<file path="src/lps_pkg.sv">
// constants, register map and types for the light and proximity sensor register block
package lps_pkg;
  // target address on the two-wire bus
  localparam logic [6:0] I2C_ADDR = 7'h38;
  // register offsets
  localparam logic [7:0] OFS_LIGHT_CTRL = 8'h80;
  localparam logic [7:0] OFS_PROX_CTRL = 8'h81;
  localparam logic [7:0] OFS_EMIT_CFG = 8'h82;
  localparam logic [7:0] OFS_PROX_RATE = 8'h85;
  localparam logic [7:0] OFS_LIGHT_RATE = 8'h86;
  localparam logic [7:0] OFS_LRES_LO = 8'h8C;
  localparam logic [7:0] OFS_LRES_HI = 8'h8D;
  localparam logic [7:0] OFS_STATUS = 8'h8E;
  localparam logic [7:0] OFS_PRES = 8'h8F;
  localparam logic [7:0] OFS_INT_SETUP = 8'h92;
  localparam logic [7:0] OFS_PROX_THR = 8'h93;
  localparam logic [7:0] OFS_LUP_LO = 8'h96;
  localparam logic [7:0] OFS_LUP_HI = 8'h97;
  localparam logic [7:0] OFS_LLO_LO = 8'h98;
  localparam logic [7:0] OFS_LLO_HI = 8'h99;
  localparam logic [7:0] REG_RESET = 8'h00;
  localparam logic [7:0] READ_UNMAPPED = 8'h00;
  // measurement control field
  localparam int MODE_LSB = 0;
  localparam int MODE_W = 2;
  localparam logic [1:0] MODE_FREE_RUN = 2'h3;
  // rate field: period is the base period times (field + 1)
  localparam int RATE_W = 3;
  // interrupt setup fields
  localparam int INT_PROX_EN_BIT = 0;
  localparam int INT_LIGHT_EN_BIT = 1;
  localparam int INT_TRANSP_BIT = 2;
  localparam int INT_INVERT_BIT = 3;
  // status fields
  localparam int STAT_LIGHT_BIT = 7;
  localparam int STAT_PROX_BIT = 6;
  // measurement channels
  localparam int CH_LIGHT = 0;
  localparam int CH_PROX = 1;
  localparam int NUM_CH = 2;
  // timing
  localparam int unsigned CLK_HZ = 100_000_000;
  localparam int unsigned MS_PER_S = 1000;
  localparam int unsigned LIGHT_PERIOD_MS = 100;
  localparam int unsigned PROX_PERIOD_MS = 10;
  localparam int unsigned LIGHT_PERIOD_CYC = LIGHT_PERIOD_MS * (CLK_HZ / MS_PER_S);
  localparam int unsigned PROX_PERIOD_CYC = PROX_PERIOD_MS * (CLK_HZ / MS_PER_S);
  localparam int CNT_W = 32;
  // serial engine states
  typedef enum logic [2:0] {
    ST_IDLE,
    ST_ADDR,
    ST_INDEX,
    ST_WRITE,
    ST_ACK,
    ST_READ,
    ST_RACK
  } lps_i2c_state_t;
endpackage : lps_pkg

</file>
<file path="src/lps_meas_if.sv">
// handshake between register block and measurement scheduler
`timescale 1ns/1ns
interface lps_meas_if;
  logic [lps_pkg::NUM_CH-1:0] run;
  logic [lps_pkg::RATE_W-1:0] rate [lps_pkg::NUM_CH];
  logic [lps_pkg::NUM_CH-1:0] tick;
  modport ctrl (output run, output rate, input tick);
  modport sched (input run, input rate, output tick);
endinterface : lps_meas_if

</file>
<file path="src/lps_top.sv">
// register set, two-wire target and threshold interrupt of the light/proximity sensor
// Function
// - light control 0x03 starts free-running light
// - light rate 0x00 gives result every 100ms
// - lower light threshold 16 bit at 0x98/0x99
// - upper light threshold 16 bit at 0x96/0x97
// - proximity control 0x03 starts free-running proximity
// - proximity rate 0x00 gives result every 10ms
// - proximity threshold byte at 0x93 raises event
// - setup 0x03 enables proximity and light interrupts
// - setup 0x03 gives latched active-low interrupt
// - status 0x8E shows light caused interrupt
// - light result low 0x8C, high 0x8D
// - proximity result readable at 0x8F
// - proximity code is logarithmic irradiance code
// - default light interrupt outside threshold window
// - inversion means inside window, non-latched only
// - proximity interrupt on approach, inverted recedes
`timescale 1ns/1ns
module lps_top #(
  parameter int unsigned LIGHT_PERIOD_CYC = lps_pkg::LIGHT_PERIOD_CYC,
  parameter int unsigned PROX_PERIOD_CYC = lps_pkg::PROX_PERIOD_CYC
) (
  // clock and reset
  input wire logic core_clk,
  input wire logic nrst,
  // two-wire bus pins
  input wire logic scl_in,
  input wire logic sda_in,
  output logic sda_out,
  output logic sda_oe,
  // open-drain interrupt pin
  output logic int_n_out,
  output logic int_n_oe,
  // converter side
  input wire logic [15:0] light_sample,
  input wire logic [7:0] prox_sample,
  output logic light_conv_start,
  output logic prox_conv_start,
  output logic [7:0] emitter_current
);
  // register storage
  logic [7:0] light_ctrl_reg;
  logic [7:0] prox_ctrl_reg;
  logic [7:0] emit_cfg_reg;
  logic [7:0] prox_rate_reg;
  logic [7:0] light_rate_reg;
  logic [7:0] int_setup_reg;
  logic [7:0] prox_thr_reg;
  logic [15:0] light_upper_reg;
  logic [15:0] light_lower_reg;
  logic [15:0] light_result_reg;
  logic [7:0] prox_result_reg;
  logic stat_light_reg;
  logic stat_prox_reg;
  logic light_start_reg;
  logic prox_start_reg;
  // serial engine
  lps_pkg::lps_i2c_state_t state_reg;
  lps_pkg::lps_i2c_state_t after_reg;
  logic [7:0] shift_reg;
  logic [2:0] bit_cnt_reg;
  logic got_reg;
  logic sda_drive_reg;
  logic [7:0] index_reg;
  logic scl_q_reg;
  logic sda_q_reg;
  logic wr_pulse_reg;
  logic [7:0] wr_idx_reg;
  logic [7:0] wr_data_reg;
  logic status_read;
  logic scl_rise;
  logic scl_fall;
  logic start_cond;
  logic stop_cond;
  logic [7:0] rd_byte;
  // interrupt evaluation
  logic transparent;
  logic invert_eff;
  logic light_outside;
  logic light_hit;
  logic prox_hit;
  logic light_tick;
  logic prox_tick;

  lps_meas_if meas ();

  lps_meas_sched #(
    .LIGHT_CYC(LIGHT_PERIOD_CYC),
    .PROX_CYC(PROX_PERIOD_CYC)
  ) u_sched (
    .core_clk(core_clk),
    .nrst(nrst),
    .meas(meas)
  );

  function automatic logic is_free_run(input logic [7:0] ctrl);
    is_free_run = (ctrl[lps_pkg::MODE_LSB +: lps_pkg::MODE_W] == lps_pkg::MODE_FREE_RUN);
  endfunction : is_free_run

  function automatic logic [7:0] reg_read(input logic [7:0] idx);
    unique case (idx)
      lps_pkg::OFS_LIGHT_CTRL: reg_read = light_ctrl_reg;
      lps_pkg::OFS_PROX_CTRL: reg_read = prox_ctrl_reg;
      lps_pkg::OFS_EMIT_CFG: reg_read = emit_cfg_reg;
      lps_pkg::OFS_PROX_RATE: reg_read = prox_rate_reg;
      lps_pkg::OFS_LIGHT_RATE: reg_read = light_rate_reg;
      lps_pkg::OFS_LRES_LO: reg_read = light_result_reg[7:0];
      lps_pkg::OFS_LRES_HI: reg_read = light_result_reg[15:8];
      lps_pkg::OFS_STATUS:
      begin
        reg_read = '0;
        reg_read[lps_pkg::STAT_LIGHT_BIT] = stat_light_reg;
        reg_read[lps_pkg::STAT_PROX_BIT] = stat_prox_reg;
      end
      lps_pkg::OFS_PRES: reg_read = prox_result_reg;
      lps_pkg::OFS_INT_SETUP: reg_read = int_setup_reg;
      lps_pkg::OFS_PROX_THR: reg_read = prox_thr_reg;
      lps_pkg::OFS_LUP_LO: reg_read = light_upper_reg[7:0];
      lps_pkg::OFS_LUP_HI: reg_read = light_upper_reg[15:8];
      lps_pkg::OFS_LLO_LO: reg_read = light_lower_reg[7:0];
      lps_pkg::OFS_LLO_HI: reg_read = light_lower_reg[15:8];
      default: reg_read = lps_pkg::READ_UNMAPPED;
    endcase
  endfunction : reg_read

  // measurement scheduling
  assign meas.run[lps_pkg::CH_LIGHT] = is_free_run(light_ctrl_reg);
  assign meas.run[lps_pkg::CH_PROX] = is_free_run(prox_ctrl_reg);
  assign meas.rate[lps_pkg::CH_LIGHT] = light_rate_reg[lps_pkg::RATE_W-1:0];
  assign meas.rate[lps_pkg::CH_PROX] = prox_rate_reg[lps_pkg::RATE_W-1:0];
  assign light_tick = meas.tick[lps_pkg::CH_LIGHT];
  assign prox_tick = meas.tick[lps_pkg::CH_PROX];

  // pin edges and bus conditions
  assign scl_rise = scl_in & ~scl_q_reg;
  assign scl_fall = ~scl_in & scl_q_reg;
  assign start_cond = scl_in & scl_q_reg & sda_q_reg & ~sda_in;
  assign stop_cond = scl_in & scl_q_reg & ~sda_q_reg & sda_in;
  assign rd_byte = reg_read(index_reg);
  assign sda_out = 1'b0;
  assign sda_oe = sda_drive_reg;

  always_ff @(posedge core_clk or negedge nrst)
  begin
    if (!nrst)
    begin
      scl_q_reg <= 1'b1;
      sda_q_reg <= 1'b1;
    end
    else
    begin
      scl_q_reg <= scl_in;
      sda_q_reg <= sda_in;
    end
  end

  // byte-level target engine
  always_ff @(posedge core_clk or negedge nrst)
  begin
    if (!nrst)
    begin
      state_reg <= lps_pkg::ST_IDLE;
      after_reg <= lps_pkg::ST_IDLE;
      shift_reg <= '0;
      bit_cnt_reg <= '0;
      got_reg <= 1'b0;
      sda_drive_reg <= 1'b0;
      index_reg <= '0;
      wr_pulse_reg <= 1'b0;
      wr_idx_reg <= '0;
      wr_data_reg <= '0;
      status_read <= 1'b0;
    end
    else
    begin
      wr_pulse_reg <= 1'b0;
      status_read <= 1'b0;
      if (start_cond)
      begin
        // start and repeated start restart address reception
        state_reg <= lps_pkg::ST_ADDR;
        bit_cnt_reg <= '0;
        got_reg <= 1'b0;
        sda_drive_reg <= 1'b0;
      end
      else if (stop_cond)
      begin
        state_reg <= lps_pkg::ST_IDLE;
        sda_drive_reg <= 1'b0;
      end
      else
      begin
        unique case (state_reg)
          lps_pkg::ST_IDLE:
          begin
            sda_drive_reg <= 1'b0;
          end
          lps_pkg::ST_ADDR, lps_pkg::ST_INDEX, lps_pkg::ST_WRITE:
          begin
            if (scl_rise)
            begin
              shift_reg <= {shift_reg[6:0], sda_in};
              bit_cnt_reg <= bit_cnt_reg + 1'b1;
              got_reg <= (bit_cnt_reg == 3'h7);
            end
            else if (scl_fall && got_reg)
            begin
              got_reg <= 1'b0;
              sda_drive_reg <= 1'b1;
              state_reg <= lps_pkg::ST_ACK;
              if (state_reg == lps_pkg::ST_ADDR)
              begin
                if (shift_reg[7:1] != lps_pkg::I2C_ADDR)
                begin
                  // not addressed: stay off the bus until the next start
                  sda_drive_reg <= 1'b0;
                  state_reg <= lps_pkg::ST_IDLE;
                end
                after_reg <= shift_reg[0] ? lps_pkg::ST_READ : lps_pkg::ST_INDEX;
              end
              else if (state_reg == lps_pkg::ST_INDEX)
              begin
                index_reg <= shift_reg;
                after_reg <= lps_pkg::ST_WRITE;
              end
              else
              begin
                wr_pulse_reg <= 1'b1;
                wr_idx_reg <= index_reg;
                wr_data_reg <= shift_reg;
                index_reg <= index_reg + 1'b1;
                after_reg <= lps_pkg::ST_WRITE;
              end
            end
          end
          lps_pkg::ST_ACK, lps_pkg::ST_RACK:
          begin
            if (scl_rise && state_reg == lps_pkg::ST_RACK)
            begin
              got_reg <= ~sda_in;
            end
            else if (scl_fall)
            begin
              bit_cnt_reg <= '0;
              sda_drive_reg <= 1'b0;
              state_reg <= after_reg;
              if (state_reg == lps_pkg::ST_RACK && !got_reg)
              begin
                // not-acknowledge ends the read
                state_reg <= lps_pkg::ST_IDLE;
              end
              else if (after_reg == lps_pkg::ST_READ)
              begin
                shift_reg <= {rd_byte[6:0], 1'b0};
                sda_drive_reg <= ~rd_byte[7];
                status_read <= (index_reg == lps_pkg::OFS_STATUS);
                index_reg <= index_reg + 1'b1;
              end
              got_reg <= 1'b0;
            end
          end
          lps_pkg::ST_READ:
          begin
            if (scl_fall)
            begin
              if (bit_cnt_reg == 3'h7)
              begin
                sda_drive_reg <= 1'b0;
                state_reg <= lps_pkg::ST_RACK;
                after_reg <= lps_pkg::ST_READ;
              end
              else
              begin
                sda_drive_reg <= ~shift_reg[7];
                shift_reg <= {shift_reg[6:0], 1'b0};
                bit_cnt_reg <= bit_cnt_reg + 1'b1;
              end
            end
          end
        endcase
      end
    end
  end

  // writable registers
  always_ff @(posedge core_clk or negedge nrst)
  begin
    if (!nrst)
    begin
      light_ctrl_reg <= lps_pkg::REG_RESET;
      prox_ctrl_reg <= lps_pkg::REG_RESET;
      emit_cfg_reg <= lps_pkg::REG_RESET;
      prox_rate_reg <= lps_pkg::REG_RESET;
      light_rate_reg <= lps_pkg::REG_RESET;
      int_setup_reg <= lps_pkg::REG_RESET;
      prox_thr_reg <= lps_pkg::REG_RESET;
      light_upper_reg <= {lps_pkg::REG_RESET, lps_pkg::REG_RESET};
      light_lower_reg <= {lps_pkg::REG_RESET, lps_pkg::REG_RESET};
    end
    else if (wr_pulse_reg)
    begin
      unique case (wr_idx_reg)
        lps_pkg::OFS_LIGHT_CTRL: light_ctrl_reg <= wr_data_reg;
        lps_pkg::OFS_PROX_CTRL: prox_ctrl_reg <= wr_data_reg;
        lps_pkg::OFS_EMIT_CFG: emit_cfg_reg <= wr_data_reg;
        lps_pkg::OFS_PROX_RATE: prox_rate_reg <= wr_data_reg;
        lps_pkg::OFS_LIGHT_RATE: light_rate_reg <= wr_data_reg;
        lps_pkg::OFS_INT_SETUP: int_setup_reg <= wr_data_reg;
        lps_pkg::OFS_PROX_THR: prox_thr_reg <= wr_data_reg;
        lps_pkg::OFS_LUP_LO: light_upper_reg[7:0] <= wr_data_reg;
        lps_pkg::OFS_LUP_HI: light_upper_reg[15:8] <= wr_data_reg;
        lps_pkg::OFS_LLO_LO: light_lower_reg[7:0] <= wr_data_reg;
        lps_pkg::OFS_LLO_HI: light_lower_reg[15:8] <= wr_data_reg;
        default: ;
      endcase
    end
  end

  // result capture at each measurement tick
  always_ff @(posedge core_clk or negedge nrst)
  begin
    if (!nrst)
    begin
      light_result_reg <= '0;
      prox_result_reg <= '0;
      light_start_reg <= 1'b0;
      prox_start_reg <= 1'b0;
    end
    else
    begin
      light_start_reg <= light_tick;
      prox_start_reg <= prox_tick;
      if (light_tick)
      begin
        light_result_reg <= light_sample;
      end
      if (prox_tick)
      begin
        // converter delivers the logarithmic code, stored unchanged
        prox_result_reg <= prox_sample;
      end
    end
  end

  // threshold comparison of the incoming samples
  assign transparent = int_setup_reg[lps_pkg::INT_TRANSP_BIT];
  assign invert_eff = transparent & int_setup_reg[lps_pkg::INT_INVERT_BIT];
  assign light_outside = (light_sample < light_lower_reg) || (light_sample > light_upper_reg);
  assign light_hit = invert_eff ? ~light_outside : light_outside;
  assign prox_hit = invert_eff ? (prox_sample < prox_thr_reg) : (prox_sample > prox_thr_reg);

  // status flags: latched until status read, or following each result when transparent
  always_ff @(posedge core_clk or negedge nrst)
  begin
    if (!nrst)
    begin
      stat_light_reg <= 1'b0;
      stat_prox_reg <= 1'b0;
    end
    else
    begin
      if (light_tick && int_setup_reg[lps_pkg::INT_LIGHT_EN_BIT] && light_hit)
      begin
        stat_light_reg <= 1'b1;
      end
      else if (!int_setup_reg[lps_pkg::INT_LIGHT_EN_BIT] || (transparent && light_tick))
      begin
        stat_light_reg <= 1'b0;
      end
      else if (status_read && !transparent)
      begin
        stat_light_reg <= 1'b0;
      end
      if (prox_tick && int_setup_reg[lps_pkg::INT_PROX_EN_BIT] && prox_hit)
      begin
        stat_prox_reg <= 1'b1;
      end
      else if (!int_setup_reg[lps_pkg::INT_PROX_EN_BIT] || (transparent && prox_tick))
      begin
        stat_prox_reg <= 1'b0;
      end
      else if (status_read && !transparent)
      begin
        stat_prox_reg <= 1'b0;
      end
    end
  end

  // pin pulled low while any flag stands
  assign int_n_out = 1'b0;
  assign int_n_oe = stat_light_reg | stat_prox_reg;
  assign light_conv_start = light_start_reg;
  assign prox_conv_start = prox_start_reg;
  assign emitter_current = emit_cfg_reg;
endmodule : lps_top

</file>
<file path="src/lps_meas_sched.sv">
// free-running measurement period generator, one per channel
`timescale 1ns/1ns
module lps_meas_sched #(
  parameter int unsigned LIGHT_CYC = lps_pkg::LIGHT_PERIOD_CYC,
  parameter int unsigned PROX_CYC = lps_pkg::PROX_PERIOD_CYC
) (
  // clock and reset
  input wire logic core_clk,
  input wire logic nrst,
  // control side
  lps_meas_if.sched meas
);
  genvar ch;
  generate
    for (ch = 0; ch < lps_pkg::NUM_CH; ch++)
    begin : g_ch
      localparam int unsigned BASE = (ch == lps_pkg::CH_LIGHT) ? LIGHT_CYC : PROX_CYC;
      logic [lps_pkg::CNT_W-1:0] cnt_reg;
      logic tick_reg;
      logic [lps_pkg::CNT_W-1:0] limit;
      assign limit = lps_pkg::CNT_W'(BASE * (32'(meas.rate[ch]) + 32'h1) - 32'h1);
      assign meas.tick[ch] = tick_reg;
      always_ff @(posedge core_clk or negedge nrst)
      begin
        if (!nrst)
        begin
          cnt_reg <= '0;
          tick_reg <= 1'b0;
        end
        else if (!meas.run[ch])
        begin
          cnt_reg <= '0;
          tick_reg <= 1'b0;
        end
        else if (cnt_reg >= limit)
        begin
          // one result per period in free-running mode
          cnt_reg <= '0;
          tick_reg <= 1'b1;
        end
        else
        begin
          cnt_reg <= cnt_reg + 1'b1;
          tick_reg <= 1'b0;
        end
      end
    end
  endgenerate
endmodule : lps_meas_sched

</file>
<file path="config.mk">
export PLATFORM = sky130hd
export DESIGN_NAME = lps_top
export DESIGN_NICKNAME = d
export VERILOG_FILES = /design/src/lps_pkg.sv /design/src/lps_meas_if.sv /design/src/lps_top.sv /design/src/lps_meas_sched.sv
export SDC_FILE = /design/constraint.sdc
export NUM_CORES = 1
export LEC_CHECK = 0
export BUFFER_PORTS_ARGS = -buffer_cell sky130_fd_sc_hd__clkbuf_2
export CORE_MARGIN = 1.5
export CORE_UTILIZATION = 64
export CTS_CLUSTER_DIAMETER = 30
export CTS_CLUSTER_SIZE = 28
export DETAILED_ROUTE_END_ITERATION = 6
export HOLD_SLACK_MARGIN = 0.05
export PLACE_DENSITY_LB_ADDON = 0.25
export SKIP_LAST_GASP = 1
export SYNTH_ARGS = -nofsm -noshare
export SYNTH_HDL_FRONTEND = slang
export SYNTH_SLANG_ARGS = --single-unit
</file>
<file path="constraint.sdc">
create_clock -name core_clk -period 8.5 [get_ports core_clk]
set_clock_uncertainty 0.2 [all_clocks]
set_input_delay 0.85 -clock core_clk [delete_from_list [all_inputs] [get_ports core_clk]]
set_output_delay 0.85 -clock core_clk [all_outputs]
set_load 0.03 [all_outputs]
</file>
# After elaboration in Yosys (flattened, before gate mapping)

Cells that the tools add are included.

Flip-flop bits (word level): 229
Input port bits: 28
Logic and storage cells: 274

$add $sub $neg: 8
Multipliers: 2
Order comparisons: 6
Equal/unequal tests: 62
Multiplexer cells: 94
Bitwise gates (word level): 21
Reduce and logical (&&, ||, !) cells: 47

Operators by type and width:

| kind                     | count |
|---|---|
| $eq A8 B8 Y1 const B     | 26 |
| $mux W32                 | 4 |
| $mux W8                  | 15 |
| $pmux W8 S15             | 1 |
| $mux W3                  | 24 |
| $add A32 B1 Y32 const B  | 2 |
| $ge A32 B32 Y1           | 2 |
| $sub A32 B1 Y32 const B  | 2 |
| $mux W1                  | 43 |
| $mul A14 B32 Y26 const A | 1 |
| $mul A17 B32 Y25 const A | 1 |
| $ne A4 B4 Y1 const B     | 8 |
| $reduce_and A7 Y1        | 4 |
| $ne A2 B2 Y1 const B     | 12 |
| $pmux W8 S3              | 1 |
| $reduce_and A2 Y1        | 11 |
| $reduce_and A10 Y1       | 2 |
| $pmux W3 S3              | 2 |
| $gt A16 B16 Y1           | 1 |
| $lt A16 B16 Y1           | 1 |
| $pmux W8 S2              | 1 |
| $eq A3 B3 Y1 const B     | 5 |
| $ne A3 B3 Y1 const B     | 5 |
| $not A1 Y1               | 12 |
| 26 further kinds         | 54 |

# Longest topological paths before layout

Gate-level depths: netlist of run 1.

Word-level depth: 10
Depth in mapped cells: 27
Gate-level depth less buffers: 24

# By module

A second synthesis of run 1 with hierarchy kept.

Cell total of the unflattened synthesis: 1544
Area, all modules: 15162.0 µm²

Modules (own cells, without submodules):

| module         | times used | cells each | area each (µm²) | seq. area each (µm²) |
|---|---|---|---|---|
| lps_top        | 1          | 858        | 9081.2          | 4081.4 |
| lps_meas_sched | 1          | 686        | 6080.8          | 1651.6 |

# Least setup slack after synthesis of run 1

OpenSTA, ideal clock, no wires.

Path kind: reg2reg
From: reg prox_rate_reg[0]
To: reg u_sched.g_ch[1].cnt_reg[10] (netlist name)
Data arrival time: 6.025 ns
Data required time: 8.228 ns
Path slack: 2.203 ns
Stages on the path, launching flop included: 24
Buffers on the path: 2
Cells stage by stage: dfrtp_1 clkbuf_1 inv_1 nor3_1 fa_1 fa_1 inv_1 ha_1 a21o_1 a21oi_1 xor2_1 or2_2 or3_1 a211o_1 ha_1 a21o_1 a21o_1 a21oi_1 o21ai_0 a31oi_1 o211a_1 nand3_1 clkbuf_1 nor2_1

Word-level cells in the longest chain between the ends: 6

Ends and longest elaborated chain:

| item                   | RTL line             | RTL |
|---|---|---|
| start, declared        | lps_top.sv:46        | `logic [7:0] prox_rate_reg;` |
| start signal, assigned | lps_top.sv:294       | `prox_rate_reg <= lps_pkg::REG_RESET;` |
| start signal, assigned | lps_top.sv:307       | `lps_pkg::OFS_PROX_RATE: prox_rate_reg <= wr_data_reg;` |
| $add A3 B1 Y4          | lps_meas_sched.sv:21 | `assign limit = lps_pkg::CNT_W'(BASE * (32'(meas.rate[ch]) + 32'h1) - 32'h1);` |
| $mul A14 B32 Y26       | lps_meas_sched.sv:21 |  |
| $sub A32 B1 Y32        | lps_meas_sched.sv:21 |  |
| $ge A32 B32 Y1         | lps_meas_sched.sv:35 | `else if (cnt_reg >= limit)` |
| $mux W32               | lps_meas_sched.sv:35 |  |
| $mux W32               | lps_meas_sched.sv:30 | `else if (!meas.run[ch])` |
| end signal, assigned   | lps_meas_sched.sv:43 | `cnt_reg <= cnt_reg + 1'b1;` |
| end, declared          | lps_meas_sched.sv:18 | `logic [lps_pkg::CNT_W-1:0] cnt_reg;` |

No other way between the ends.
A chain may end at the register's enable or synchronous reset.

# Worst setup path after layout of run 1

From: reg prox_rate_reg[0]
To: reg u_sched.g_ch[1].cnt_reg[13] (netlist name)

The elaborated chain is that of the path after synthesis.

==> metrics.yaml, run 1 <==
setup_path:
  critical_path.max_fanout: 32
  rr_endpoint: "u_sched.g_ch[1].cnt_reg[13]"
  required_ns: 8.71
  rrSetupSlack_ns: 1.58
  worstRegToRegCells: 23
  critical_path_arrival_ns: 7.13
  start_kind: "flop"
  critPathKind: "flop to flop"
  end_kind: "flop"
  r2r_start: "prox_rate_reg[0]"
die:
  dieWidth_um: 156
  core_um2: 22800
  die_h_um: 156
  pin_count: 42
  start_util_pct: 65.8
  die_area_um2: 24400
  rows: 55
grt:
  grt_pass1_vias: 12239
  grt_overflow: 0
  grt_pass1_wl_um: 64100
  track_usage_pct: 33.4
  grt_max_degree: 92
  antenna_found_initial: 0
yosys:
  synth_flop_cell: "dfrtp_1"
  syn_area_um2: 15000
  avgSynthCellArea_um2: 9.74
  syn_inst: 1545
  yosys_warnings: 0
  synth.yosys.seq_area_share_pct: 38.1
  synth_top_area_share_pct: 37.8
  async_flop_share_pct: 100
  ys_seq_elements: 229
  synth_area_leaders: "dfrtp_1 (38%), ha_1 (12%), mux2_2 (9.4%)"
  synth_area_leader_cell: "dfrtp_1"
  synth_edf_count: 0
  ys_types: 81
clock_network:
  cts_setup_buffers: 0
  cts_num_sinks: 229
  postCtsHoldBufs: 0
  cts_buffers: 49
  clk_latency_ns: 0.57
  cts-resized-gates: 0
  path_clk_slew_ns: 0.05
  htreeDepth: 2
  cts_tree: "done"
  cts.path.max_buffers: 3
  cts_root_buf: "clkbuf_16"
detailed_routing:
  drtAntennaViolNets: 0
  via_per_inst: 6.34
  drc: 0
  drt-total-wl_um: 39900
  drtIter0Drc: 1098
  dr.pass1.iters: 7
  wl_per_cell_um: 20.6
  num_vias: 12270
placed_design:
  hpwl_um: 27100
  dp_cells: 1845
  io_buffers: 39
  place_congestion: 0.958
timing:
  fin_crit_ns: 6.92
  timing.fmax_ghz: 0.145
  hold_viol: 0
  period_share_pct: 81.4
  drv_slew: 0
  timing.setup.tns_ns: 0
  slew_headroom_pct: 10.0
  setup_violations: 0
  tightest_slew_ns: 1.35
  rsz0062_at_grt: "no"
worst_hold_path:
  min_path_type: "input pin to async pin"
power:
  p_per_area_nw_per_um2: 194
  vdd_drop_max_uv: 193
  leakage_nw: 7.96
  power_w: 0.00336
layout:
  fin_cells: 1936
  area_growth_syn_to_layout_pct: 14.8
  antenna_cells: 0
  largest_reg_flops: 64
  drive_gt1_share_pct: 17.6
  final_net_count: 1757
run:
  maxCapViolCount: 0
run_status:
  status: "finished, final reports clean"
==> worst max-delay path, cell delays in order, from the launching register on <==
cell and delay [ns]:
dfrtp_1 0.71, inv_1 0.30, nor3_1 0.74, fa_1 0.58, fa_1 0.56, inv_1 0.04
ha_1 0.32, a21o_1 0.17, a21oi_1 0.20, xor2_1 0.12, or2_2 0.33, nor4b_1 0.50
nand3_1 0.20, o41a_1 0.16, ha_1 0.28, nand2_1 0.04, nor3_1 0.26, o211ai_1 0.17
a31oi_1 0.16, a21oi_1 0.07, o211a_1 0.15, nand3_1 0.08, buf_4 0.32, nor2_1 0.10
==> worst max path at each step <==
stage / start / endpoint / slack (ns)
2_1_floorplan: prox_rate_reg[0] / u_sched.g_ch[1].cnt_reg[10] / 2.20
3_3_place_gp: prox_rate_reg[0] / u_sched.g_ch[1].cnt_reg[5] / 1.72
3_5_place_dp: prox_rate_reg[0] / u_sched.g_ch[1].cnt_reg[20] / 1.60
4_1_cts: prox_rate_reg[0] / u_sched.g_ch[1].cnt_reg[11] / 1.59
5_1_grt: prox_rate_reg[0] / u_sched.g_ch[1].cnt_reg[11] / 1.10
6_report: prox_rate_reg[0] / u_sched.g_ch[1].cnt_reg[13] / 1.58
==> cells in the mapped netlist, types with 17 or more instances <==
cell type,n
xor2_1,57
a21oi_1,71
a22oi_1,17
nand3_1,70
and3_1,22
o21ai_0,74
nand4_1,26
a21o_1,34
nor3_1,18
clkbuf_1,54
mux2_2,125
dfrtp_1,227
ha_1,140
nor2b_1,17
xnor2_1,47
nor2_1,132
inv_1,84
nand2_1,105
==> final cells by class <==
type / count / area (um^2)
Multi-Input combinational cell: 1169 / 8750
Sequential cell: 229 / 5730
Fill cell: 1555 / 5570
Clock buffer: 61 / 1330
Clock inverter: 30 / 459
Tap cell: 313 / 392
Inverter: 84 / 315
Timing Repair Buffer: 50 / 288
==> where the power goes <==
| group | total (W) | switching [W] | internal [W] |
|---|---|---|---|
| Combinational | 0.000140 | 0.0000880 | 0.0000517 |
| Clock | 0.00205 | 0.000637 | 0.00142 |
| Sequential | 0.00116 | 0.0000405 | 0.00112 |
| Total | 0.00336 | 0.000765 | 0.00259 |
==> placed cells by master (no fill, tap or decap), types with 8 or more instances in the layout <==
cell and count:
nand2_1 105, a21o_1 34, buf_4 11, mux2_2 125
bufinv_16 10, dfrtp_1 227, mux2i_1 14, inv_1 84
a31oi_1 14, nand4_1 26, a22oi_1 17, a22o_1 12
o21ai_0 74, nand3_1 70, and3_1 22, a21oi_1 71
nor3b_1 8, nand2b_1 14, and4_1 9, clkbuf_2 38
nor3_1 17, clkbuf_16 50, xnor2_1 47, xor2_1 57
and2_1 16, a211o_1 8, ha_1 140, nor2_1 132
nor2b_1 17
==> metrics by stage <==
stage | util [%] | worst slack [ns] | hold WS [ns] | instance area (um^2)
floorplan | - | 2.20 | 0.152 | 15000
global placement | 67.8 | 1.72 | 0.269 | 15500
detailed placement | 67.8 | 1.60 | 0.276 | 15500
CTS | 75.6 | 1.59 | 0.158 | 17300
global route | 75.6 | 1.10 | 0.188 | 17300
finish | 75.6 | 1.58 | 0.118 | 17300
==> logic make-up (layout without fill, tap and decap cells) <==
group / Yosys count / after routing / synth area share [%]
mux: 141 / 141 / 10.6
flops: 229 / 229 / 38.1
simple gates: 477 / 477 / 15.8
xor+xnor: 105 / 105 / 6.16
compound gates: 298 / 298 / 12.9
other cells: 1 / 2 / 0.0249
fa+ha+maj: 146 / 146 / 12.4
buf+inv: 148 / 225 / 3.89
==> routing by layer <==
metal / up-vias / track usage (%) / wire (um)
li1: 5625 / - / -
met1: 5887 / 43.2 / 16200
met2: 576 / 53.6 / 18400
met3: 182 / 6.95 / 3260
met4: 0 / 16.7 / 2060
met5: - / 0 / 0
Note: power is estimated with default switching activity, not from simulation.
==> inputs of run 2 (changes only) <==
Clock period 8.5 ns to 6.45 ns, I/O delays scaled along.
==> run 2 against run 1 <==
The run now ends with DRC left. Critical endpoint is now u_sched.g_ch[0].cnt_reg[8]. Via count rose by 1.9%. Routed wire length grew 3.1%. Critical path depth decreased by 4. Clock-buffer cell count rose by 2. Clock power grew 25%. Total power increased by 27%. Sequential share of layout area is 0.33 points lower. Utilization up 0.76 points. Cell count increased by 0.67%. Register-to-register slack lost 1.3 ns. Combinational power increased by 32%. Worst hold slack got worse by 0.042 ns.
==> metrics.yaml, run 2 (same netlist as run 1, synthesis figures left out) <==
timing:
  setup_violations: 0  # unchanged
  hold_viol: 0  # unchanged
  fin_crit_ns: 6.15  # -0.766 ns
  period_share_pct: 95.4  # +14 points
  slew_headroom_pct: 19.2  # +9.2 points
  drv_slew: 0  # unchanged
  tightest_slew_ns: 1.21  # -0.137 ns
  hold_ws_ns: 0.0760  # -0.0422 ns
  timing.fmax_ghz: 0.163  # +12%
detailed_routing:
  drt-total-wl_um: 41200  # +3.1%
  drtIter0Drc: 1157  # +5.4%
  drtAntennaViolNets: 0  # unchanged
  wl_per_cell_um: 21.1  # +2.4%
  dr.pass1.iters: 7  # unchanged
  num_vias: 12509  # +1.9%
  drc: 1  # +1
  via_per_inst: 6.42  # +1.3%
placed_design:
  place_congestion: 0.937  # -2.1%
  io_buffers: 39  # unchanged
  post_dp_cell_area_um2: 15500  # +0.44%
  dp_cells: 1854  # +0.49%
  hpwl_um: 27300  # +0.87%
power:
  power_frac_seq_pct: 35.9  # +1.2 points
  p_clk_share_pct: 59.7  # -1.4 points
  p_per_area_nw_per_um2: 245  # +26%
  leakage_nw: 8.03  # +0.81%
  switching_share_pct: 22.7  # -0.076 points
  p_comb_share_pct: 4.3  # about the same
  switchingPower_w: 0.000971  # +27%
  power_w: 0.00428  # +27%
  p_int_w: 0.00331  # +27%
  vdd_drop_max_uv: 309  # +60%
die:
  die_h_um: 156  # unchanged
  die_area_um2: 24400  # unchanged
  core_um2: 22800  # unchanged
  rows: 55  # unchanged
  dieWidth_um: 156  # unchanged
  start_util_pct: 65.8  # unchanged
  pin_count: 42  # unchanged
layout:
  area_growth_syn_to_layout_pct: 16.0
  post-route-util_pct: 76.4  # +0.76 points
  fin_cells: 1949  # +0.67%
  drive_gt1_share_pct: 18.6  # +0.96 points
  antenna_cells: 0  # unchanged
  final_net_count: 1775  # +1.0%
  largest_reg_flops: 64  # unchanged
  final_area_um2: 17400  # +1.0%
  layout_common_cells: "dfrtp_1 (227), ha_1 (138), nor2_1 (132)"
  fillers: 1505  # -3.2%
  layout_commonest_cell: "dfrtp_1"
setup_path:
  critPathKind: "flop to flop"
  rrSetupSlack_ns: 0.30  # -1.28 ns
  end_kind: "flop"
  critPathBufInv: 3  # unchanged
  crit_family: "simple AND/OR/NAND/NOR gates"
  start_kind: "flop"
  crit_path_cell_trace: "ha_1 > xnor2_4 > inv_1 > ha_1 > inv_1 > fa_1 > inv_1 > ha_1 > xnor2_1 > or4_4 > nor4b_4 > and4b_1 > nor3b_1 > a211oi_2 > xor2_1 > ha_1 > nand4_1 > o311ai_4 > nor2_1"
  critical_path_arrival_ns: 6.35  # -0.78 ns
  worstRegToRegCells: 19  # -17%
  crit_path_frequent_cell: "ha_1"
  rr_endpoint: "u_sched.g_ch[0].cnt_reg[8]"
  required_ns: 6.65  # -2.06 ns
  cpPeakStageDelay_ns: 0.68  # -0.06 ns
  critical_path.max_fanout: 8  # -75%
  crit_slowest_cell: "o311ai_4"
  r2r_start: "light_rate_reg[0]"
grt:
  grt_pass1_vias: 12397  # +1.3%
  track_usage_pct: 34.0  # +0.61 points
  antenna_found_initial: 1  # +1
  grt_max_degree: 118  # +28%
  grt_pass1_wl_um: 65200  # +1.8%
  grt_overflow: 0  # unchanged
clock_network:
  cts_buffers: 47  # -4.1%
  cts_num_sinks: 229  # unchanged
  htreeDepth: 2  # unchanged
  clk_latency_ns: 0.57  # about the same
  path_clk_slew_ns: 0.05  # about the same
  cts_tree: "done"
  cts_root_buf: "clkbuf_16"
  cts.path.max_buffers: 3  # unchanged
run:
  maxCapViolCount: 0  # unchanged
worst_hold_path:
  hold_start: "sda_in"
  whs_path_depth: 1
  min_path_type: "input pin to flop"
  holdPathEnd: "sda_q_reg"
run_status:
  status: "finished with violations"
  violations: "DRC"
## run 2: cell types whose count changed in the layout (fill, tap and decap cells not counted), sizes merged, moves of 2 or more
cell	change
bufinv	-2
clkbuf	+2
clkinvlp	-4
buf	+16
clkinv	-2
o311ai	+3
## run 2: through the flow
stage,setup TNS (ns),setup slack [ns]
after global placement,0,0.139
after global routing,-0.110,-0.0291
after floorplan,0,0.153
final,0,0.297
after detailed placement,-0.296,-0.0440
after CTS,0,0.0280
## run 2: power by group through the flow
stage	Sequential, W	Combinational [W]	Clock (W)
after floorplan	0.00154	0.000106	0
after global routing	0.00154	0.000211	0.00264
after global placement	0.00155	0.000173	0
after detailed placement	0.00156	0.000181	0
final	0.00154	0.000185	0.00256
after CTS	0.00153	0.000185	0.00256
## run 2: repair_timing
action                     in CTS  in global routing
resized for setup               3                  9
hold endpoints to repair       31                  0
hold buffers                    1                  0
buffers inserted                0                  7
pin swaps                       1                  5
cloned                          1                  2
setup endpoints to repair      32                 65
## run 2: worst max path at each step
stage	startpoint	endpoint	slack, ns	depth (start not counted)
floorplan	prox_rate_reg[0]	u_sched.g_ch[1].cnt_reg[10]	0.15	23
global placement	light_rate_reg[0]	u_sched.g_ch[0].cnt_reg[2]	0.14	23
detailed placement	light_rate_reg[0]	u_sched.g_ch[0].cnt_reg[17]	-0.04	24
CTS	light_rate_reg[0]	u_sched.g_ch[0].cnt_reg[27]	0.03	23
global route	light_rate_reg[0]	u_sched.g_ch[0].cnt_reg[8]	-0.03	20
finish	light_rate_reg[0]	u_sched.g_ch[0].cnt_reg[8]	0.30	19
## run 2: layout make-up
type                    count  area, um^2  share of cell area [%]
multi-input cells        1172        8880                    50.9
flip-flops and latches    229        5730                    32.9
clock buffers              63        1330                    7.60
repair buffers             67         447                    2.56
well taps                 313         392                    2.24
clock inverters            21         357                    2.04
inverters                  84         315                    1.81
## run 2: worst register-to-register path, cell delays in order (launching register included)
cell and delay [ns]:
dfrtp_1 0.38, ha_1 0.35, xnor2_4 0.28, inv_1 0.11, ha_1 0.31, inv_1 0.06
fa_1 0.50, inv_1 0.05, ha_1 0.36, xnor2_1 0.17, or4_4 0.51, nor4b_4 0.30
and4b_1 0.37, nor3b_1 0.27, a211oi_2 0.08, xor2_1 0.15, ha_1 0.28, nand4_1 0.48
o311ai_4 0.68, nor2_1 0.13
## run 2: metal layers
metal / GRT usage [%] / routed length, um / up-vias
met5: 0 / 16 / -
met1: 44.1 / 16700 / 6084
met2: 55.2 / 19200 / 600
met4: 14.7 / 1720 / 2
met3: 7.37 / 3550 / 150
li1: - / - / 5673
